## src/apf_pkg.sv

```systemverilog
// Shared constants and types for the auxiliary pin function selector.
// Assumes one 40 MHz system clock; all users reference items as apf_pkg::name.
package apf_pkg;
   localparam int NPINS = 10;
   localparam int SEL_W = 4;

   // Pin function options as held in configuration memory
   typedef enum logic [3:0] {
      OPT_INPUT_PULLED_UP,
      OPT_LINE_DRIVER_ENABLE,
      OPT_POWER_SWITCH_ENABLE,
      OPT_TX_ACTIVITY_LED,
      OPT_RX_ACTIVITY_LED,
      OPT_TXRX_ACTIVITY_LED,
      OPT_SUSPEND_INDICATOR,
      OPT_CLOCK_OUT_THIRTY,
      OPT_CLOCK_OUT_FIFTEEN,
      OPT_CLOCK_OUT_SEVEN_HALF,
      OPT_DRIVE_HIGH,
      OPT_DRIVE_LOW,
      OPT_BIT_BANG
   } apf_opt_e;

   // Pins on which each option group may be selected
   localparam logic [9:0] PINS_GENERAL = 10'h37F;
   localparam logic [9:0] PINS_CLOCK = 10'h361;
   localparam logic [9:0] PINS_BIT_BANG = 10'h360;
   localparam int PULLDOWN_PIN = 7;

   // Clock rates in units of 0.1 MHz; SYS_CLK_MHZ in MHz
   localparam int unsigned SYS_CLK_DMHZ = 400;
   localparam int unsigned SYS_CLK_MHZ = 40;
   localparam int unsigned CLK_OUT_DMHZ [3] = '{300, 150, 75};
   localparam int NCO_W = 10;

   // Activity LED low pulse, least time
   localparam int unsigned LED_PULSE_US = 10;
   localparam int unsigned LED_PULSE_CYC = LED_PULSE_US * SYS_CLK_MHZ;
   localparam int LED_CNT_W = $clog2(LED_PULSE_CYC + 1);

   // AXI4-Lite register byte addresses
   localparam int ADDR_W = 8;
   localparam logic [7:0] ADDR_CTRL = 8'h00;
   localparam logic [7:0] ADDR_STATUS = 8'h04;
   localparam logic [7:0] ADDR_SEL_LO = 8'h08;
   localparam logic [7:0] ADDR_SEL_HI = 8'h0C;
   localparam logic [31:0] CTRL_MASK = 32'h03FF03FF;
   localparam int CTRL_OE_LSB = 16;
   localparam int ST_SUSPEND = 16;
   localparam int ST_CONFIGURED = 17;
   localparam int ST_CFG_PRESENT = 18;
   localparam int ST_UART_MODE = 19;
   localparam int ST_LINE_DRV = 20;
   localparam logic [1:0] RESP_OKAY = 2'h0;
   localparam logic [1:0] RESP_SLVERR = 2'h2;
endpackage

```

## src/apf_pin_mux.sv

```systemverilog
// One configurable auxiliary pin: picks its drive, enable and pulls from the option.
// Assumes all function inputs come from logic on the same clock.
module apf_pin_mux #(
   parameter int PIN = 0
) (
   input wire logic sys_clk_i,
   input wire logic rstn_i,
   input wire logic [3:0] sel_i,
   input wire logic line_drv_i,
   input wire logic pwr_n_i,
   input wire logic tx_activity_led_n_n_i,
   input wire logic rx_activity_led_n_n_i,
   input wire logic txrxled_n_i,
   input wire logic sleep_n_i,
   input wire logic [2:0] clk_i,
   input wire logic bb_out_i,
   input wire logic bb_oe_i,
   input wire logic suspend_i,
   input wire logic susp_pd_i,
   output logic out_o,
   output logic oe_o,
   output logic pu_o,
   output logic pd_o
);
   logic out_nxt;
   logic oe_nxt;
   logic in_mode;

   always_comb begin
      out_nxt = 1'b0;
      oe_nxt = 1'b1;
      case (apf_pkg::apf_opt_e'(sel_i))
         apf_pkg::OPT_LINE_DRIVER_ENABLE: out_nxt = line_drv_i;
         apf_pkg::OPT_POWER_SWITCH_ENABLE: out_nxt = pwr_n_i;
         apf_pkg::OPT_TX_ACTIVITY_LED: out_nxt = tx_activity_led_n_n_i;
         apf_pkg::OPT_RX_ACTIVITY_LED: out_nxt = rx_activity_led_n_n_i;
         apf_pkg::OPT_TXRX_ACTIVITY_LED: out_nxt = txrxled_n_i;
         apf_pkg::OPT_SUSPEND_INDICATOR: out_nxt = sleep_n_i;
         apf_pkg::OPT_CLOCK_OUT_THIRTY: out_nxt = clk_i[0];
         apf_pkg::OPT_CLOCK_OUT_FIFTEEN: out_nxt = clk_i[1];
         apf_pkg::OPT_CLOCK_OUT_SEVEN_HALF: out_nxt = clk_i[2];
         apf_pkg::OPT_DRIVE_HIGH: out_nxt = 1'b1;
         apf_pkg::OPT_DRIVE_LOW: out_nxt = 1'b0;
         apf_pkg::OPT_BIT_BANG: begin
            out_nxt = bb_out_i;
            oe_nxt = bb_oe_i;
         end
         default: oe_nxt = 1'b0;
      endcase
      // Options outside a pin's allowed set fall back to a pulled input
      if (apf_pkg::apf_opt_e'(sel_i) inside {apf_pkg::OPT_CLOCK_OUT_THIRTY,
            apf_pkg::OPT_CLOCK_OUT_FIFTEEN, apf_pkg::OPT_CLOCK_OUT_SEVEN_HALF,
            apf_pkg::OPT_DRIVE_HIGH} && !apf_pkg::PINS_CLOCK[PIN]) begin
         oe_nxt = 1'b0;
      end
      if (apf_pkg::apf_opt_e'(sel_i) == apf_pkg::OPT_BIT_BANG
            && !apf_pkg::PINS_BIT_BANG[PIN]) begin
         oe_nxt = 1'b0;
      end
      if (!apf_pkg::PINS_GENERAL[PIN]) begin
         oe_nxt = 1'b0;
      end
      if (!oe_nxt) begin
         out_nxt = 1'b0;
      end
      in_mode = !oe_nxt;
   end

   always_ff @(posedge sys_clk_i or negedge rstn_i) begin
      if (!rstn_i) begin
         out_o <= 1'b0;
         oe_o <= 1'b0;
         pu_o <= 1'b0;
         pd_o <= 1'b0;
      end else begin
         out_o <= out_nxt;
         oe_o <= oe_nxt;
         // Pin 7 input pulls down; others pull up, or down in suspend if asked
         pd_o <= in_mode && (PIN == apf_pkg::PULLDOWN_PIN
                 || (susp_pd_i && suspend_i));
         pu_o <= in_mode && !(PIN == apf_pkg::PULLDOWN_PIN
                 || (susp_pd_i && suspend_i));
      end
   end
endmodule // apf_pin_mux

```

## src/apf_top.sv

```systemverilog
// Auxiliary pin function selector with serial port pin roles and AXI4-Lite registers.
// Assumes the UART engine, USB core and config loader run on sys_clk_i; pins are async.

// Overview of operation
// - A selected line driver enable rises one bit time before the start bit and falls after the stop bit.
// - A selected power switch enable goes low once USB is configured and high during suspend.
// - A selected transmit activity output pulses low while serial data is sent.
// - A selected receive activity output pulses low while serial data is received.
// - A selected combined activity output pulses low on either transmit or receive.
// - A selected suspend indicator is low during USB suspend and high otherwise.
// - Clock outputs of 15 and 7.5 MHz are offered, the 30 MHz option giving 20 MHz (half the system clock); all stop during suspend.
// - Each pin function except pin 7's is taken from configuration memory when that memory is present.
// - Without configuration memory every pin is a pulled-up input, pin 7 a pulled-down input.
// - Serial port mode is the default mode unless configuration picks another.
// - In serial mode transmit data and request-to-send are outputs, receive data and clear-to-send inputs.
// - In serial mode terminal-ready is an output and set-ready, carrier and ring are sampled inputs.
// - With remote wakeup enabled, ring driven low during suspend makes the device request resume.
module apf_top (
   input wire logic sys_clk_i,
   input wire logic rstn_i,
   input wire logic [7:0] s_axi_awaddr_i,
   input wire logic s_axi_awvalid_i,
   output logic s_axi_awready_o,
   input wire logic [31:0] s_axi_wdata_i,
   input wire logic [3:0] s_axi_wstrb_i,
   input wire logic s_axi_wvalid_i,
   output logic s_axi_wready_o,
   output logic [1:0] s_axi_bresp_o,
   output logic s_axi_bvalid_o,
   input wire logic s_axi_bready_i,
   input wire logic [7:0] s_axi_araddr_i,
   input wire logic s_axi_arvalid_i,
   output logic s_axi_arready_o,
   output logic [31:0] s_axi_rdata_o,
   output logic [1:0] s_axi_rresp_o,
   output logic s_axi_rvalid_o,
   input wire logic s_axi_rready_i,
   input wire logic cfg_load_i,
   input wire logic cfg_present_i,
   input wire logic [39:0] cfg_pin_sel_i,
   input wire logic cfg_uart_mode_i,
   input wire logic cfg_wake_en_i,
   input wire logic cfg_susp_pd_i,
   input wire logic usb_configured_i,
   input wire logic usb_suspend_i,
   output logic resume_req_o,
   input wire logic eng_txd_i,
   input wire logic eng_rts_n_i,
   input wire logic eng_dtr_n_i,
   input wire logic eng_tx_req_i,
   input wire logic eng_bit_tick_i,
   input wire logic eng_tx_done_i,
   input wire logic eng_tx_byte_i,
   input wire logic eng_rx_byte_i,
   output logic eng_tx_start_o,
   output logic eng_rxd_o,
   output logic eng_cts_n_o,
   output logic eng_dsr_n_o,
   output logic eng_dcd_n_o,
   output logic eng_ri_n_o,
   output logic txd_o,
   output logic txd_oe_o,
   output logic rts_n_o,
   output logic rts_oe_o,
   output logic dtr_n_o,
   output logic dtr_oe_o,
   input wire logic rxd_i,
   input wire logic cts_n_i,
   input wire logic dsr_n_i,
   input wire logic dcd_n_i,
   input wire logic ri_n_i,
   input wire logic [9:0] aux_config_pins_i,
   output logic [9:0] aux_config_pins_o,
   output logic [9:0] aux_config_pins_oe_o,
   output logic [9:0] aux_pu_o,
   output logic [9:0] aux_pd_o
);
   typedef enum {LD_IDLE, LD_LEAD, LD_FRAME} apf_ld_state_e;

   localparam logic [39:0] SEL_DEFAULT = {apf_pkg::NPINS{apf_pkg::OPT_INPUT_PULLED_UP}};

   // Configuration
   logic [39:0] sel_r;
   logic uart_mode_r;
   logic wake_en_r;
   logic susp_pd_r;
   logic cfg_present_r;

   always_ff @(posedge sys_clk_i or negedge rstn_i) begin
      if (!rstn_i) begin
         sel_r <= SEL_DEFAULT;
         uart_mode_r <= 1'b1;
         wake_en_r <= 1'b0;
         susp_pd_r <= 1'b0;
         cfg_present_r <= 1'b0;
      end else if (cfg_load_i) begin
         cfg_present_r <= cfg_present_i;
         if (cfg_present_i) begin
            sel_r <= cfg_pin_sel_i;
            uart_mode_r <= cfg_uart_mode_i;
            wake_en_r <= cfg_wake_en_i;
            susp_pd_r <= cfg_susp_pd_i;
         end else begin
            sel_r <= SEL_DEFAULT;
            uart_mode_r <= 1'b1;
            wake_en_r <= 1'b0;
            susp_pd_r <= 1'b0;
         end
      end
   end

   // Pin synchronisers: only the second stage is read
   logic [4:0] ser_s1_r;
   logic [4:0] ser_s2_r;
   logic [9:0] aux_s1_r;
   logic [9:0] aux_s2_r;
   logic ri_prev_r;

   always_ff @(posedge sys_clk_i or negedge rstn_i) begin
      if (!rstn_i) begin
         ser_s1_r <= 5'h1F;
         ser_s2_r <= 5'h1F;
         aux_s1_r <= 10'h000;
         aux_s2_r <= 10'h000;
         ri_prev_r <= 1'b1;
      end else begin
         ser_s1_r <= {ri_n_i, dcd_n_i, dsr_n_i, cts_n_i, rxd_i};
         ser_s2_r <= ser_s1_r;
         aux_s1_r <= aux_config_pins_i;
         aux_s2_r <= aux_s1_r;
         ri_prev_r <= ser_s2_r[4];
      end
   end

   assign eng_rxd_o = ser_s2_r[0];
   assign eng_cts_n_o = ser_s2_r[1];
   assign eng_dsr_n_o = ser_s2_r[2];
   assign eng_dcd_n_o = ser_s2_r[3];
   assign eng_ri_n_o = ser_s2_r[4];

   // Serial outputs; released when another mode is configured
   always_ff @(posedge sys_clk_i or negedge rstn_i) begin
      if (!rstn_i) begin
         txd_o <= 1'b1;
         rts_n_o <= 1'b1;
         dtr_n_o <= 1'b1;
         txd_oe_o <= 1'b0;
         rts_oe_o <= 1'b0;
         dtr_oe_o <= 1'b0;
      end else begin
         txd_o <= eng_txd_i;
         rts_n_o <= eng_rts_n_i;
         dtr_n_o <= eng_dtr_n_i;
         txd_oe_o <= uart_mode_r;
         rts_oe_o <= uart_mode_r;
         dtr_oe_o <= uart_mode_r;
      end
   end

   // Remote wakeup: falling ring edge while suspended
   always_ff @(posedge sys_clk_i or negedge rstn_i) begin
      if (!rstn_i) begin
         resume_req_o <= 1'b0;
      end else begin
         resume_req_o <= wake_en_r && usb_suspend_i && ri_prev_r && !ser_s2_r[4];
      end
   end

   // Line driver enable: lead the start bit by one bit tick only when a pin uses it
   apf_ld_state_e ld_state_r;
   logic line_drv_r;
   logic ld_used;

   always_comb begin
      ld_used = 1'b0;
      for (int p = 0; p < apf_pkg::NPINS; p++) begin
         if (sel_r[p*apf_pkg::SEL_W +: apf_pkg::SEL_W] == apf_pkg::OPT_LINE_DRIVER_ENABLE
               && apf_pkg::PINS_GENERAL[p]) begin
            ld_used = 1'b1;
         end
      end
   end

   always_ff @(posedge sys_clk_i or negedge rstn_i) begin
      if (!rstn_i) begin
         ld_state_r <= LD_IDLE;
         line_drv_r <= 1'b0;
         eng_tx_start_o <= 1'b0;
      end else begin
         eng_tx_start_o <= 1'b0;
         case (ld_state_r)
            LD_IDLE: begin
               if (eng_tx_req_i && ld_used) begin
                  line_drv_r <= 1'b1;
                  ld_state_r <= LD_LEAD;
               end else if (eng_tx_req_i) begin
                  eng_tx_start_o <= 1'b1;
                  ld_state_r <= LD_FRAME;
               end
            end
            LD_LEAD: begin
               if (eng_bit_tick_i) begin
                  eng_tx_start_o <= 1'b1;
                  ld_state_r <= LD_FRAME;
               end
            end
            LD_FRAME: begin
               if (eng_tx_done_i) begin
                  line_drv_r <= 1'b0;
                  ld_state_r <= LD_IDLE;
               end
            end
            default: begin
               line_drv_r <= 1'b0;
               ld_state_r <= LD_IDLE;
            end
         endcase
      end
   end

   // Activity LED stretchers; retrigger on every byte
   logic [apf_pkg::LED_CNT_W-1:0] tx_led_cnt_r;
   logic [apf_pkg::LED_CNT_W-1:0] rx_led_cnt_r;
   localparam logic [apf_pkg::LED_CNT_W-1:0] LED_LOAD = apf_pkg::LED_CNT_W'(apf_pkg::LED_PULSE_CYC);

   always_ff @(posedge sys_clk_i or negedge rstn_i) begin
      if (!rstn_i) begin
         tx_led_cnt_r <= '0;
         rx_led_cnt_r <= '0;
      end else begin
         if (eng_tx_byte_i) begin
            tx_led_cnt_r <= LED_LOAD;
         end else if (tx_led_cnt_r != '0) begin
            tx_led_cnt_r <= tx_led_cnt_r - 1'b1;
         end
         if (eng_rx_byte_i) begin
            rx_led_cnt_r <= LED_LOAD;
         end else if (rx_led_cnt_r != '0) begin
            rx_led_cnt_r <= rx_led_cnt_r - 1'b1;
         end
      end
   end

   // Clock outputs: rate accumulators, capped at half the system clock; held low in suspend
   logic [2:0] clk_out_r;

   for (genvar c = 0; c < 3; c++) begin : g_clk
      localparam logic [apf_pkg::NCO_W-1:0] STEP = apf_pkg::NCO_W'(2 * apf_pkg::CLK_OUT_DMHZ[c]);
      localparam logic [apf_pkg::NCO_W-1:0] MODU = apf_pkg::NCO_W'(apf_pkg::SYS_CLK_DMHZ);
      logic [apf_pkg::NCO_W-1:0] acc_r;
      logic [apf_pkg::NCO_W-1:0] sum;
      assign sum = acc_r + STEP;
      always_ff @(posedge sys_clk_i or negedge rstn_i) begin
         if (!rstn_i) begin
            acc_r <= '0;
            clk_out_r[c] <= 1'b0;
         end else if (usb_suspend_i) begin
            acc_r <= '0;
            clk_out_r[c] <= 1'b0;
         end else if (sum >= MODU) begin
            acc_r <= (sum - MODU >= MODU) ? '0 : sum - MODU;
            clk_out_r[c] <= !clk_out_r[c];
         end else begin
            acc_r <= sum;
         end
      end
   end

   // Register file
   logic [31:0] ctrl_r;
   logic [7:0] awaddr_r;
   logic aw_got_r;
   logic w_got_r;
   logic [31:0] wdata_r;
   logic [3:0] wstrb_r;

   always_ff @(posedge sys_clk_i or negedge rstn_i) begin
      if (!rstn_i) begin
         s_axi_awready_o <= 1'b0;
         s_axi_wready_o <= 1'b0;
         aw_got_r <= 1'b0;
         w_got_r <= 1'b0;
         awaddr_r <= '0;
         wdata_r <= '0;
         wstrb_r <= '0;
         s_axi_bvalid_o <= 1'b0;
         s_axi_bresp_o <= apf_pkg::RESP_OKAY;
         ctrl_r <= '0;
      end else begin
         if (s_axi_awready_o && s_axi_awvalid_i) begin
            awaddr_r <= s_axi_awaddr_i;
            aw_got_r <= 1'b1;
            s_axi_awready_o <= 1'b0;
         end else if (!aw_got_r && !s_axi_bvalid_o) begin
            s_axi_awready_o <= 1'b1;
         end
         if (s_axi_wready_o && s_axi_wvalid_i) begin
            wdata_r <= s_axi_wdata_i;
            wstrb_r <= s_axi_wstrb_i;
            w_got_r <= 1'b1;
            s_axi_wready_o <= 1'b0;
         end else if (!w_got_r && !s_axi_bvalid_o) begin
            s_axi_wready_o <= 1'b1;
         end
         if (aw_got_r && w_got_r && !s_axi_bvalid_o) begin
            aw_got_r <= 1'b0;
            w_got_r <= 1'b0;
            s_axi_bvalid_o <= 1'b1;
            s_axi_bresp_o <= apf_pkg::RESP_OKAY;
            if (awaddr_r[7:2] == apf_pkg::ADDR_CTRL[7:2]) begin
               for (int b = 0; b < 4; b++) begin
                  if (wstrb_r[b]) begin
                     ctrl_r[b*8 +: 8] <= wdata_r[b*8 +: 8] & apf_pkg::CTRL_MASK[b*8 +: 8];
                  end
               end
            end else if (awaddr_r[7:2] != apf_pkg::ADDR_STATUS[7:2]
                  && awaddr_r[7:2] != apf_pkg::ADDR_SEL_LO[7:2]
                  && awaddr_r[7:2] != apf_pkg::ADDR_SEL_HI[7:2]) begin
               s_axi_bresp_o <= apf_pkg::RESP_SLVERR;
            end
         end else if (s_axi_bvalid_o && s_axi_bready_i) begin
            s_axi_bvalid_o <= 1'b0;
         end
      end
   end

   logic [31:0] status;
   always_comb begin
      status = '0;
      status[9:0] = aux_s2_r;
      status[apf_pkg::ST_SUSPEND] = usb_suspend_i;
      status[apf_pkg::ST_CONFIGURED] = usb_configured_i;
      status[apf_pkg::ST_CFG_PRESENT] = cfg_present_r;
      status[apf_pkg::ST_UART_MODE] = uart_mode_r;
      status[apf_pkg::ST_LINE_DRV] = line_drv_r;
   end

   always_ff @(posedge sys_clk_i or negedge rstn_i) begin
      if (!rstn_i) begin
         s_axi_arready_o <= 1'b0;
         s_axi_rvalid_o <= 1'b0;
         s_axi_rdata_o <= '0;
         s_axi_rresp_o <= apf_pkg::RESP_OKAY;
      end else if (s_axi_arready_o && s_axi_arvalid_i) begin
         s_axi_arready_o <= 1'b0;
         s_axi_rvalid_o <= 1'b1;
         s_axi_rresp_o <= apf_pkg::RESP_OKAY;
         case (s_axi_araddr_i[7:2])
            apf_pkg::ADDR_CTRL[7:2]: s_axi_rdata_o <= ctrl_r;
            apf_pkg::ADDR_STATUS[7:2]: s_axi_rdata_o <= status;
            apf_pkg::ADDR_SEL_LO[7:2]: s_axi_rdata_o <= sel_r[31:0];
            apf_pkg::ADDR_SEL_HI[7:2]: s_axi_rdata_o <= {24'h000000, sel_r[39:32]};
            default: begin
               s_axi_rdata_o <= '0;
               s_axi_rresp_o <= apf_pkg::RESP_SLVERR;
            end
         endcase
      end else if (s_axi_rvalid_o && s_axi_rready_i) begin
         s_axi_rvalid_o <= 1'b0;
      end else if (!s_axi_rvalid_o) begin
         s_axi_arready_o <= 1'b1;
      end
   end

   // Pin muxes
   logic pwr_n;
   logic sleep_n;
   assign pwr_n = !(usb_configured_i && !usb_suspend_i);
   assign sleep_n = !usb_suspend_i;

   for (genvar p = 0; p < apf_pkg::NPINS; p++) begin : g_pin
      apf_pin_mux #(.PIN(p)) u_mux (
         .sys_clk_i(sys_clk_i),
         .rstn_i(rstn_i),
         .sel_i(sel_r[p*apf_pkg::SEL_W +: apf_pkg::SEL_W]),
         .line_drv_i(line_drv_r),
         .pwr_n_i(pwr_n),
         .tx_activity_led_n_n_i(tx_led_cnt_r == '0),
         .rx_activity_led_n_n_i(rx_led_cnt_r == '0),
         .txrxled_n_i(tx_led_cnt_r == '0 && rx_led_cnt_r == '0),
         .sleep_n_i(sleep_n),
         .clk_i(clk_out_r),
         .bb_out_i(ctrl_r[p]),
         .bb_oe_i(ctrl_r[apf_pkg::CTRL_OE_LSB + p]),
         .suspend_i(usb_suspend_i),
         .susp_pd_i(susp_pd_r),
         .out_o(aux_config_pins_o[p]),
         .oe_o(aux_config_pins_oe_o[p]),
         .pu_o(aux_pu_o[p]),
         .pd_o(aux_pd_o[p])
      );
   end
endmodule // apf_top

```

## config.mk

```make
export PLATFORM = sky130hd
export DESIGN_NAME = apf_top
export DESIGN_NICKNAME = d
export VERILOG_FILES = /design/src/apf_pkg.sv /design/src/apf_pin_mux.sv /design/src/apf_top.sv
export SDC_FILE = /design/constraint.sdc
export NUM_CORES = 1
export LEC_CHECK = 0
export BUFFER_PORTS_ARGS = -buffer_cell sky130_fd_sc_hd__buf_2
export CAP_MARGIN = 20
export CORE_MARGIN = 10
export CORE_UTILIZATION = 45
export CTS_CLUSTER_DIAMETER = 120
export DETAILED_ROUTE_END_ITERATION = 6
export PLACE_DENSITY = 0.68
export SLEW_MARGIN = 20
export SYNTH_ARGS = -nofsm -noshare
export SYNTH_HDL_FRONTEND = slang
export SYNTH_SLANG_ARGS = --single-unit
```

## constraint.sdc

```tcl
create_clock -name sys_clk_i -period 6.6 [get_ports sys_clk_i]
set_clock_uncertainty 0.2 [all_clocks]
set_input_delay 1.32 -clock sys_clk_i [delete_from_list [all_inputs] [get_ports sys_clk_i]]
set_output_delay 1.32 -clock sys_clk_i [all_outputs]
set_load 0.01 [all_outputs]
```

=== After elaboration in Yosys (flattened, before gate mapping) ===
Index checks and enable logic that the tools add are counted.

* Bitwise logic cells: 1
* Reductions and logical operators: 94
* Equality and inequality tests: 122
* Magnitude comparators: 6
* Multiplexer cells: 99
* $add $sub $neg: 8

{| class="wikitable"
|+ Operators with widths
! operator !! number
|-
| 4-bit == test (second input constant) || 45
|-
| 4-bit by 3-bit == test with 1-bit output (second input constant) || 36
|-
| 32-bit 2-to-1 mux || 4
|-
| 32-bit case mux with 4 select lines || 1
|-
| 1-bit case mux with 11 select lines || 9
|-
| 11-bit OR reduction || 9
|-
| 32-bit case mux with 3 select lines || 1
|-
| 10-bit 2-to-1 mux || 9
|-
| 4-bit by 2-bit == test with 1-bit output (second input constant) || 18
|-
| 1-bit 2-to-1 mux || 61
|-
| 10-bit by 9-bit greater-or-equal comparator with 1-bit output (second input constant) || 6
|-
| 40-bit 2-to-1 mux || 1
|-
| 4-bit by 1-bit == test with 1-bit output (second input constant) || 9
|-
| 1-bit logical AND || 36
|-
| 9-bit 2-to-1 mux || 4
|-
| 32-bit by 1-bit == test with 1-bit output (second input constant) || 1
|-
| 32-bit by 2-bit == test with 1-bit output (second input constant) || 1
|-
| 32-bit zero test || 1
|-
| 10-bit by 9-bit subtractor with 10-bit output (second input constant) || 3
|-
| 2-bit nonzero test || 11
|-
| 1-bit zero test || 19
|-
| 9-bit zero test || 2
|-
| 3-bit AND reduction || 6
|-
| 9-bit nonzero test || 2
|-
| other kinds (19) || 35
|}

* Input bits: 129
* Register bits after elaboration: 303

=== Longest topological paths before layout ===
Gate-level depths: netlist (run 1).

* Depth in word-level cells: 13
* Depth in mapped cells: 15
* Depth with buffers taken out: 14

=== By module ===
From an unflattened synthesis (run 1), not the netlist that was laid out.

* Cells, all modules: 1156
* Area total of the unflattened synthesis: 12489.5 µm²

{| class="wikitable"
|+ Modules (own cells, without submodules)
! module !! seq. area each (µm²) !! area an instance (µm²) !! cells an instance !! times used
|-
| apf_top || 5524.0 || 10017.1 || 937 || 1
|-
| apf_pin_mux (g_pin[5].u_mux ...) || 100.1 || 319.1 || 30 || 4
|-
| apf_pin_mux (g_pin[1].u_mux ...) || 100.1 || 220.2 || 18 || 4
|-
| apf_pin_mux (g_pin[0].u_mux) || 100.1 || 260.2 || 21 || 1
|-
| apf_pin_mux (g_pin[7].u_mux) || 25.0 || 55.1 || 6 || 1
|}

=== Worst setup path after synthesis (run 1) ===
OpenSTA, ideal clock, no wires.

* Kind: in2reg
* Start: input port s_axi_araddr_i[5]
* End: register s_axi_rdata_o[27]
* Required time: 6.317 ns
* Path buffers: 1
* Cell stages on the path: 5
* Path slack: 3.374 ns
* Setup time: 0.083 ns
* Arrival time: 2.944 ns
* Cell sequence: or4_1 nor3b_1 clkbuf_1 nand2_1 o21ai_0

* Word-level cells in the longest chain between the ends: 2
* Elaborated cells on any way between the ends: 5

{| class="wikitable"
|+ RTL lines
! element !! line !! RTL
|-
| from (decl) || apf_top.sv:31 || <nowiki>input wire logic [7:0] s_axi_araddr_i,</nowiki>
|-
| 6-bit by 2-bit == test with 1-bit output, or another cell as far along || apf_top.sv:348 || <nowiki>case (s_axi_araddr_i[7:2])</nowiki>
|-
| 32-bit case mux with 4 select lines (*) || apf_top.sv:348 ||
|-
| to (signal assigned) || apf_top.sv:349 || <nowiki>apf_pkg::ADDR_CTRL[7:2]: s_axi_rdata_o <= ctrl_r;</nowiki>
|-
| to (signal assigned) || apf_top.sv:350 || <nowiki>apf_pkg::ADDR_STATUS[7:2]: s_axi_rdata_o <= status;</nowiki>
|-
| to (signal assigned) || apf_top.sv:351 || <nowiki>apf_pkg::ADDR_SEL_LO[7:2]: s_axi_rdata_o <= sel_r[31:0];</nowiki>
|-
| to (decl) || apf_top.sv:34 || <nowiki>output logic [31:0] s_axi_rdata_o,</nowiki>
|}

Mark *: on every way between the ends. The rest lies on a longest branch, timed or not.
A chain may end at the register's enable or synchronous reset.

=== Final worst setup path (run 1) ===
* Start: register g_clk[2].acc_r[1] in the netlist's numbering
* End: register g_clk[2].acc_r[5] in the netlist's numbering

* Word-level cells in the longest chain between the ends: 6
* Elaborated cells on any way between the ends: 7

{| class="wikitable"
|+ RTL lines
! element !! line !! RTL
|-
| from (decl) || apf_top.sv:250 || <nowiki>logic [apf_pkg::NCO_W-1:0] acc_r;</nowiki>
|-
| from (signal assigned) || apf_top.sv:261 || <nowiki>acc_r <= (sum - MODU >= MODU) ? '0 : sum - MODU;</nowiki>
|-
| from (signal assigned) || apf_top.sv:264 || <nowiki>acc_r <= sum;</nowiki>
|-
| 10-bit by 8-bit adder with 10-bit output (*) || apf_top.sv:252 || <nowiki>assign sum = acc_r + STEP;</nowiki>
|-
| 10-bit by 9-bit subtractor with 10-bit output || apf_top.sv:261 ||
|-
| 10-bit by 9-bit greater-or-equal comparator with 1-bit output || apf_top.sv:261 ||
|-
| 10-bit 2-to-1 mux || apf_top.sv:261 ||
|-
| 10-bit 2-to-1 mux (*) || apf_top.sv:260 || <nowiki>end else if (sum >= MODU) begin</nowiki>
|-
| 10-bit 2-to-1 mux (*) || apf_top.sv:257 || <nowiki>end else if (usb_suspend_i) begin</nowiki>
|}

Marks and branches as above.

==> results of run 1 <==
[cell usage after synthesis, drive strengths merged, types with 3 or more instances]
cell / instances / area share
a2111oi: 3 / 0.0026
a211oi: 18 / 0.011
a21boi: 4 / 0.0024
a21oi: 57 / 0.023
a221oi: 5 / 0.0035
a222oi: 5 / 0.0040
a22o: 3 / 0.0021
a311oi: 4 / 0.0028
a31oi: 19 / 0.0096
a41oi: 3 / 0.0021
and3: 8 / 0.0040
and4: 3 / 0.0021
buf: 56 / 0.032
clkbuf: 54 / 0.016
dfrtp: 242 / 0.49
dfstp: 15 / 0.032
ha: 15 / 0.015
inv: 72 / 0.022
mux2: 61 / 0.056
mux2i: 18 / 0.015
mux4: 3 / 0.0055
nand2: 91 / 0.028
nand2b: 19 / 0.0096
nand3: 59 / 0.024
nand3b: 3 / 0.0018
nor2: 93 / 0.028
nor2b: 10 / 0.0051
nor3: 14 / 0.0061
nor4: 11 / 0.0061
nor4b: 4 / 0.0028
o2111ai: 12 / 0.0085
o211ai: 11 / 0.0067
o21a: 8 / 0.0049
o21ai: 129 / 0.052
o221ai: 3 / 0.0021
o22ai: 5 / 0.0025
o31ai: 6 / 0.0036
or2: 3 / 0.0015
or3: 6 / 0.0030
or4: 9 / 0.0061
xnor2: 23 / 0.016
xor2: 5 / 0.0035
[registers in the layout, indices dropped and copies added, names as in the netlist, 9 cells and up]
name / cells
sel_r: 40
s_axi_rdata_o: 32
g_clk.acc_r: 24
ctrl_r: 20
wdata_r: 20
aux_s1_r: 10
aux_s2_r: 10
g_pin.u_mux.pd_o: 10
g_pin.u_mux.oe_o: 9
g_pin.u_mux.out_o: 9
g_pin.u_mux.pu_o: 9
rx_led_cnt_r: 9
tx_led_cnt_r: 9
[area by class of cell]
type | instances | area (um^2)
fill | 2464 | 12700
timing repair buffer | 205 | 1070
antenna | 2 | 5.00
clock buffer | 40 | 826
multi-input combinational | 797 | 5090
sequential | 257 | 6450
clock inverter | 12 | 188
inverter | 72 | 270
tap | 341 | 427
[metrics by stage]
stage | total power [mW] | area (um^2) | util
after floorplan | 3.33 | 12400 | -
after detailed placement | 3.74 | 13300 | 0.492
after global routing | 5.74 | 14300 | 0.530
after global placement | 3.69 | 13300 | 0.492
final | 5.41 | 14300 | 0.530
after CTS | 5.43 | 14300 | 0.529
[power groups by stage]
stage	Combinational [mW]	Clock, mW	Sequential, mW
6_report	1.51	1.68	2.22
2_1_floorplan	1.24	0	2.09
3_3_place_gp	1.45	0	2.23
5_1_grt	1.70	1.77	2.27
3_5_place_dp	1.49	0	2.24
4_1_cts	1.50	1.71	2.22
[worst paths after layout]
check / start / slack [ns] / end
hold / removal: aux_s1_r[2] / 0.14 / aux_s2_r[2]
min in group asynchronous: rstn_i / 0.59 / aw_got_r
setup / recovery: g_clk[2].acc_r[1] / 3.02 / g_clk[2].acc_r[5]
setup reg to reg: g_clk[2].acc_r[1] / 3.02 / g_clk[2].acc_r[5]
hold reg to reg: aux_s1_r[2] / 0.14 / aux_s2_r[2]
max in group asynchronous: rstn_i / 4.32 / g_pin[4].u_mux.oe_o
[cells by family (layout without fill, tap and decap cells)]
family | after synthesis | count (layout) | share of synthesized area
AND/OR/NAND/NOR | 345 | 345 | 0.136
AO/OA/AOI/OAI | 316 | 316 | 0.160
buffers and inverters | 182 | 329 | 0.0701
other | 2 | 11 | 0.000607
multiplexers | 82 | 82 | 0.0755
flip-flops | 257 | 257 | 0.521
adder cells (fa/ha/maj) | 17 | 17 | 0.0168
XOR/XNOR | 28 | 28 | 0.0198
[routing by layer]
metal,share of wire,global-route usage
met1,0.42,0.234
met2,0.47,0.298
met3,0.089,0.0550
met4,0.024,0.0516
met5,0.00089,0
[worst register-to-register path: cells and delay by family, from the launching register on]
kind            cells  cell delay (ns)
compound gates      3             0.84
xor+xnor            1             0.29
fa+ha+maj           2             0.50
buf+inv             2             0.18
flops               1             0.47
simple gates        5             0.96
==> impl.org, run 1 <==
** Final layout
- Leading cell type in the layout, fill and taps excluded :: sky130_fd_sc_hd__dfrtp_1
- Layout overhead on the synthesized area :: 15.7%
- Of the cells placed in the final design, the portion with a size suffix greater than 1 is 0.252.
- Final nets :: 1505
- Layout Cells excl Fill :: between 1500 and 2000
- Top library cells by usage in the layout, fill and taps aside :: 242 x sky130_fd_sc_hd__dfrtp_1, 200 x sky130_fd_sc_hd__buf_2, 127 x sky130_fd_sc_hd__o21ai_0

** Power
- Sequential power share :: 0.411
- Power spread over the standard cell area amounts to 377 mW/mm^2.
- Across the VDD grid, the largest voltage drop is 0.195 mV.
- Clock group share of total power :: 0.311
- Summed over all cells, the static leakage comes to 6.48 nW.
- Internal power comes to 3.60 mW.
- Net load switching power :: 1.81 mW
- Of the total power, combinational logic draws 0.279.
- Of the total power, the share spent switching nets is 0.334.

** STA
- Final total negative setup slack :: 0 ns
- For the pin with the worst max-slew slack, the measured transition is between 1 and 1.5 ns.
- The final hold violation count was 0.
- For this run, the top clock speed supported by timing is 0.279 GHz.
- Setup violations remaining at the end of the flow were counted as 0.
- The tightest hold path in the finished design has a slack of 0.144 ns.
- In the finished design, the share of the clock period the worst path needs comes to 0.543.
- The final count of pins violating max slew was 0.
- Measured against its own limit, the worst slew margin works out to 0.284.
- Unrepaired setup endpoints after global routing :: false
- After layout, the worst setup slack is 3.02 ns.
- Final Critical Period :: 3.58 ns

** Place
- PortBufs :: 201
- Once placement completed, the tool counted placed cells totaling 1671.
- Dpl hpwl :: between 20 and 25 mm
- At the end of routability-driven placement, the weighted congestion stood at approximately 0.92.
- Post-Place Worst Slack :: 2.99 ns

** Route
- Using the TritonRoute via totals, the vias-per-cell ratio works out to around 5.5.
- DRT antenna net count :: 0
- The first routing iteration left 634 violations.
- After detailed routing, the average wire length per cell comes to 18.8 um.
- In the routed design, unresolved DRC markers number 0.
- The first detailed-routing pass took 5 iterations.
- Summed over all layers, the routed wires come to 32.4 mm.
- The detailed router placed between 9000 and 10000 vias in this run.

** Logic synthesis
- Number of storage elements in the synthesis netlist :: between 200 and 300
- Post-Syn Area per Cell :: 10.1 um^2
- Main flop type after synthesis :: sky130_fd_sc_hd__dfrtp_1
- Number of enable-type register cells in the synthesized netlist :: 0
- After synthesis, the share of flip-flops with an asynchronous set or reset is 1.00.
- The share of the Yosys chip area taken by registers is 0.521.
- For this run, the number of Yosys warnings is 0.
- Post-synth design cell area :: 0.0124 mm^2
- In the synthesized netlist, the number of instances is 1229.
- Distinct cell type count of the synthesized netlist :: 78

** Critical path
- On the critical path the largest part of the delay comes from simple AND/OR/NAND/NOR gates.
- Maximum fanout encountered on the critical timing path :: 8
- Type of the setup path with the least slack :: reg2reg
- The largest single stage delay on the critical path is between 0.5 and 0.6 ns.
- Kind of capture point of the worst setup path :: flip-flop
- Among all stages on the critical path, the largest delay is contributed by sky130_fd_sc_hd__a32oi_1.
- Data arrives at the worst endpoint at 3.79 ns.
- At the worst endpoint, the required time is 6.81 ns.
- Type of element launching the critical path :: flip-flop
- Measured in cells, the most critical reg-to-reg path has a length of 13.
- The critical path runs through a total of 13 cells.
- Cell-by-cell listing of the critical path :: inv_1, ha_1, nor2b_1, nor2_1, xnor2_1, inv_1, ha_1, o21ai_0, or3_1, o211ai_1, nand3b_1, a32oi_1, nor2_1
- Worst path bufs/invs :: 2

** CTS
- Post-CTS timing repair inserted 0 buffers for setup.
- The number of gates resized after CTS was 0.
- Clock latency of the later-clocked register in the worst-skew pair :: roughly 0.56 ns
- In this run the number of H-tree levels came out at 1.
- Clock transition at path regs :: around 0.06 ns
- Num CTS Buffers :: 28
- Cell at the root of the clock tree :: sky130_fd_sc_hd__clkbuf_16
- TritonCTS built the clock tree.
- Hold_buf cts :: 0
- CTS saw 257 sinks.
- Max Root-Sink Buffers :: 3

** Min path
- Instance count along the most critical hold path :: 0
- Worst hold path class :: reg2reg

** Die
- Die boundary height :: 186 um
- The die covers 0.0345 mm^2.
- Pin placement for this block handled 223 I/O pins.
- The initial utilization of the core area, before any placement, comes to 0.458.
- After floorplanning, the core was divided into 60 placement rows.
- Core footprint :: ~0.027 mm^2
- The die is 186 um wide.

** GRT
- Total global routing overflow :: 0
- The number of antenna violations at the first check in global routing was 5.
- In the global route stage, overall resource usage came out at 0.184.
- The first global-routing pass estimated 50.9 mm of wire.
- Entering global routing, the biggest net connects 143 pins.
- The via count of the first global-routing pass came to 9494.

** Status
- Run status :: complete, no violations

** Job
- Number of max-cap violations :: 0
Power figures use the tool's default switching activity.
==> inputs of run 2 (changes only) <==
- PLACE_DENSITY: 0.68 -> 0.7
- clock period: 6.6 -> 2.9 ns (I/O delays scaled with it)
==> run 2 against run 1 <==
Effect of this change:
- hold slack worse by 0.12 ns
- sequential cell count stayed put
- global-route usage is 1.2 points higher
==> impl.org, run 2 (synthesis results as in run 1) <==
** Status
- Run status :: complete, no violations (unchanged)

** GRT
- Met3 demand-to-capacity share in global routing :: 0.0523 (was 0.0550)
- Total routing usage reported by global routing :: 0.196 (was 0.184)
- Maximum number of pins on one net before global-route repair :: 79 (was 143)
- Total global routing overflow :: 0 (unchanged)
- The highest-utilization routing layer at the global route stage is met2 (unchanged).
- The number of antenna violations at the first check in global routing was 5 (unchanged).
- The via count of the first global-routing pass came to 9999 (was 9494).
- The met2 layer usage reported by global route was 0.314 (was 0.298).
- M1 GR Usage :: 0.256 (was 0.234)
- The wire length of the first global-routing pass is 54.2 mm (was 50.9 mm).

** Final layout
- The flip-flop count of the largest register after layout came to 40 (unchanged).
- The share of cells above drive strength 1 came to 0.306 (was 0.252).
- Top reg by flops :: sel_r (unchanged)
- The area growth from synthesis to layout was 22.7% (was 15.7%).
- Leading cell type in the layout, fill and taps excluded :: sky130_fd_sc_hd__dfrtp_1 (unchanged)
- Top library cells by usage in the layout, fill and taps aside :: 242 x sky130_fd_sc_hd__dfrtp_1, 200 x sky130_fd_sc_hd__buf_2, 120 x sky130_fd_sc_hd__o21ai_0 (was 242 x sky130_fd_sc_hd__dfrtp_1, 200 x sky130_fd_sc_hd__buf_2, 127 x sky130_fd_sc_hd__o21ai_0)
- Final standard cell utilization of the core :: 0.562 (was 0.530)
- Registers with the most flip-flops: sel_r: 40 flops, s_axi_rdata_o: 32 flops, g_clk.acc_r: 24 flops (unchanged).
- Filler Cell Count :: 2286 (was 2464)
- Final nets :: 1592 (was 1505)

** STA
- Worst max-slew margin expressed relative to the limit :: 0.463 (was 0.284)
- Worst-margin pin slew :: 0.805 ns (was 1.07 ns)
- The accumulated negative setup slack is 0 ns (unchanged).
- Count of final hold-check violations :: 0 (unchanged)
- The maximum clock frequency came to 0.350 GHz (was 0.279 GHz).
- The clock period minus final worst setup slack came to 2.86 ns (was 3.58 ns).
- Unrepaired setup endpoints after global routing :: true (was false)
- The portion of the clock cycle consumed by the worst path in the final layout is 0.986 (was 0.543).
- The final count of pins violating max slew was 0 (unchanged).
- The final count of negative-setup-slack endpoints is 0 (unchanged).

** Route
- The number of remaining DRC errors came to 0 (unchanged).
- Total iterations of the first detailed-routing run :: 5 (unchanged)
- Initial DRC count :: 844 (was 634)
- Routed Wire Length :: 34.2 mm (was 32.4 mm)
- The count of vias placed by the detailed router is 10124 (was 9577).
- The routed wirelength normalized by instance count was 18.9 um (was 18.8 um).
- Post-DR vias/cell :: 5.59 (was 5.55)
- The remaining number of nets flagged by the antenna check after routing came to 0 (unchanged).

** Critical path
- The family with the most delay on the worst path is compound AO/OA/AOI/OAI gates (was simple AND/OR/NAND/NOR gates).
- The element type at the critical path end was a flip-flop (unchanged).
- Cell-by-cell listing of the critical path: buf_6, o21a_1, xor2_2, buf_4, ha_4, nor2_1, o21ai_1, o211ai_1, a221o_1, a31oi_2, buf_4, o211ai_1, a21oi_1 (was inv_1, ha_1, nor2b_1, nor2_1, xnor2_1, inv_1, ha_1, o21ai_0, or3_1, o211ai_1, nand3b_1, a32oi_1, nor2_1).
- The sum of buffers and inverters on the critical path was 3 (was 2).
- Type of element launching the critical path :: flip-flop (unchanged)
- Worst setup path startpoint :: g_clk[1].acc_r[2] (was g_clk[2].acc_r[1])
- The maximum fanout along the worst path is 5 (was 8).
- Critical path's slowest cell :: sky130_fd_sc_hd__dfrtp_1 (was sky130_fd_sc_hd__a32oi_1)
- The startpoint of the most critical register-to-register path is g_clk[1].acc_r[2] (was g_clk[2].acc_r[1]).
- The required time of the critical path is 3.16 ns (was 6.81 ns).
- Worst stage delay on the critical path :: 0.39 ns (was 0.58 ns)
- The signal arrival time at the worst endpoint was 3.12 ns (was 3.79 ns).
- The category of the most critical setup path is reg2reg (unchanged).

** CTS
- Max Root-Sink Buffers :: 3 (unchanged)
- The number of buffers added by the clock tree synthesis step came to 27 (was 28).
- Clock transition at path regs :: 0.06 ns (about the same)
- The clock sink count came to 257 (unchanged).
- The clock tree root buffer cell is sky130_fd_sc_hd__clkbuf_16 (unchanged).
- H-Tree Level Count :: 1 (unchanged)
- The CTS tree was yes (unchanged).
- Clock latency of the later-clocked register in the worst-skew pair :: 0.55 ns (was 0.56 ns)

** Job
- Number of max-cap violations :: 0 (unchanged)

** Place
- The routability-driven placement congestion ratio came to 0.901 (was 0.916).
- The count of port buffers added during placement is 201 (unchanged).
- Dpl hpwl :: 25.1 mm (was 23.2 mm)

** Die
- The die footprint was 0.0345 mm^2 (unchanged).
- Die boundary height :: 186 um (unchanged)
- Number of cell rows :: 60 (unchanged)
- Initial core utilization :: 0.458 (unchanged)
- The x dimension of the die is 186 um (unchanged).
- The count of boundary I/O pins is 223 (unchanged).
- Core footprint :: 0.0270 mm^2 (unchanged)

** Min path
- Startpoint of the tightest hold check path :: s_axi_bready_i (was aux_s1_r[2])
- Worst hold path class :: in2reg (was reg2reg)

** Power
- Total power per unit cell area :: 849 mW/mm^2 (was 377 mW/mm^2)
- Leak Pwr :: 6.92 nW (was 6.48 nW)
- The peak supply drop came to 0.638 mV (was 0.195 mV).
==> run 2: per-layer routing <==
metal | vias to the layer above | routed length, um
li1 | 4752 | -
met1 | 4936 | 14400
met2 | 367 | 16000
met3 | 65 | 2940
met4 | 4 | 904
met5 | - | 25
==> run 2: layout make-up <==
cell class	count	area (um^2)	area share
diodes	3	7.51	0.000495
well taps	341	427	0.0281
clock inverters	8	82.6	0.00544
multi-input cells	797	5290	0.349
inverters	72	270	0.0178
flip-flops and latches	257	6450	0.425
clock buffers	39	811	0.0534
repair buffers	293	1840	0.121
==> run 2: what timing repair did <==
item / 4_1_cts / 5_1_grt
endpoints found under the hold margin: 89 / 0
gates resized for setup: 9 / 46
pin swaps: 0 / 15
endpoints found under the setup margin: 16 / 21
setup buffers: 0 / 7
hold buffers: 20 / 0
==> run 2: path summary, 6_finish.rpt <==
kind	end	slack (ns)	depth (start not counted)
max in group asynchronous	ser_s2_r[0]	1.34	3
worst max-delay path	g_clk[1].acc_r[5]	0.04	13
worst min register to register	aux_s2_r[0]	0.14	0
worst max register to register	g_clk[1].acc_r[5]	0.04	13
min in group asynchronous	s_axi_wready_o	0.41	2
worst min-delay path	s_axi_bvalid_o	0.02	2
==> run 2: worst reg2reg max path, delay by kind of cell, from the launching register on <==
| family | cells | cell delay (ns) |
|---|---|---|
| DFF | 1 | 0.39 |
| AOI/OAI and AO/OA | 7 | 1.25 |
| and+or+nand+nor | 1 | 0.05 |
| buffers and inverters | 3 | 0.46 |
| adders and majority gates | 1 | 0.18 |
| xor gates and xnor gates | 1 | 0.26 |
==> run 2: stage by stage <==
step | area, um^2 | power (mW) | std cells | setup WS (ns) | hold WS (ns)
2_1_floorplan | 12400 | 7.58 | 1236 | 0.0517 | 0.0844
4_1_cts | 15000 | 12.6 | 1800 | 0.0222 | 0.00575
6_report | 15200 | 12.9 | 1810 | 0.0419 | 0.0211
3_3_place_gp | 13800 | 8.88 | 1733 | -0.0604 | 0.133
3_5_place_dp | 13800 | 9.01 | 1733 | -0.150 | 0.135
5_1_grt | 15200 | 13.7 | 1808 | -0.0886 | 0.00670
==> run 2: power breakdown <==
part           total (mW)  switching [mW]  internal, mW
clock network        3.44            1.41          2.03
registers            5.05           0.737          4.31
logic                4.40            2.24          2.16
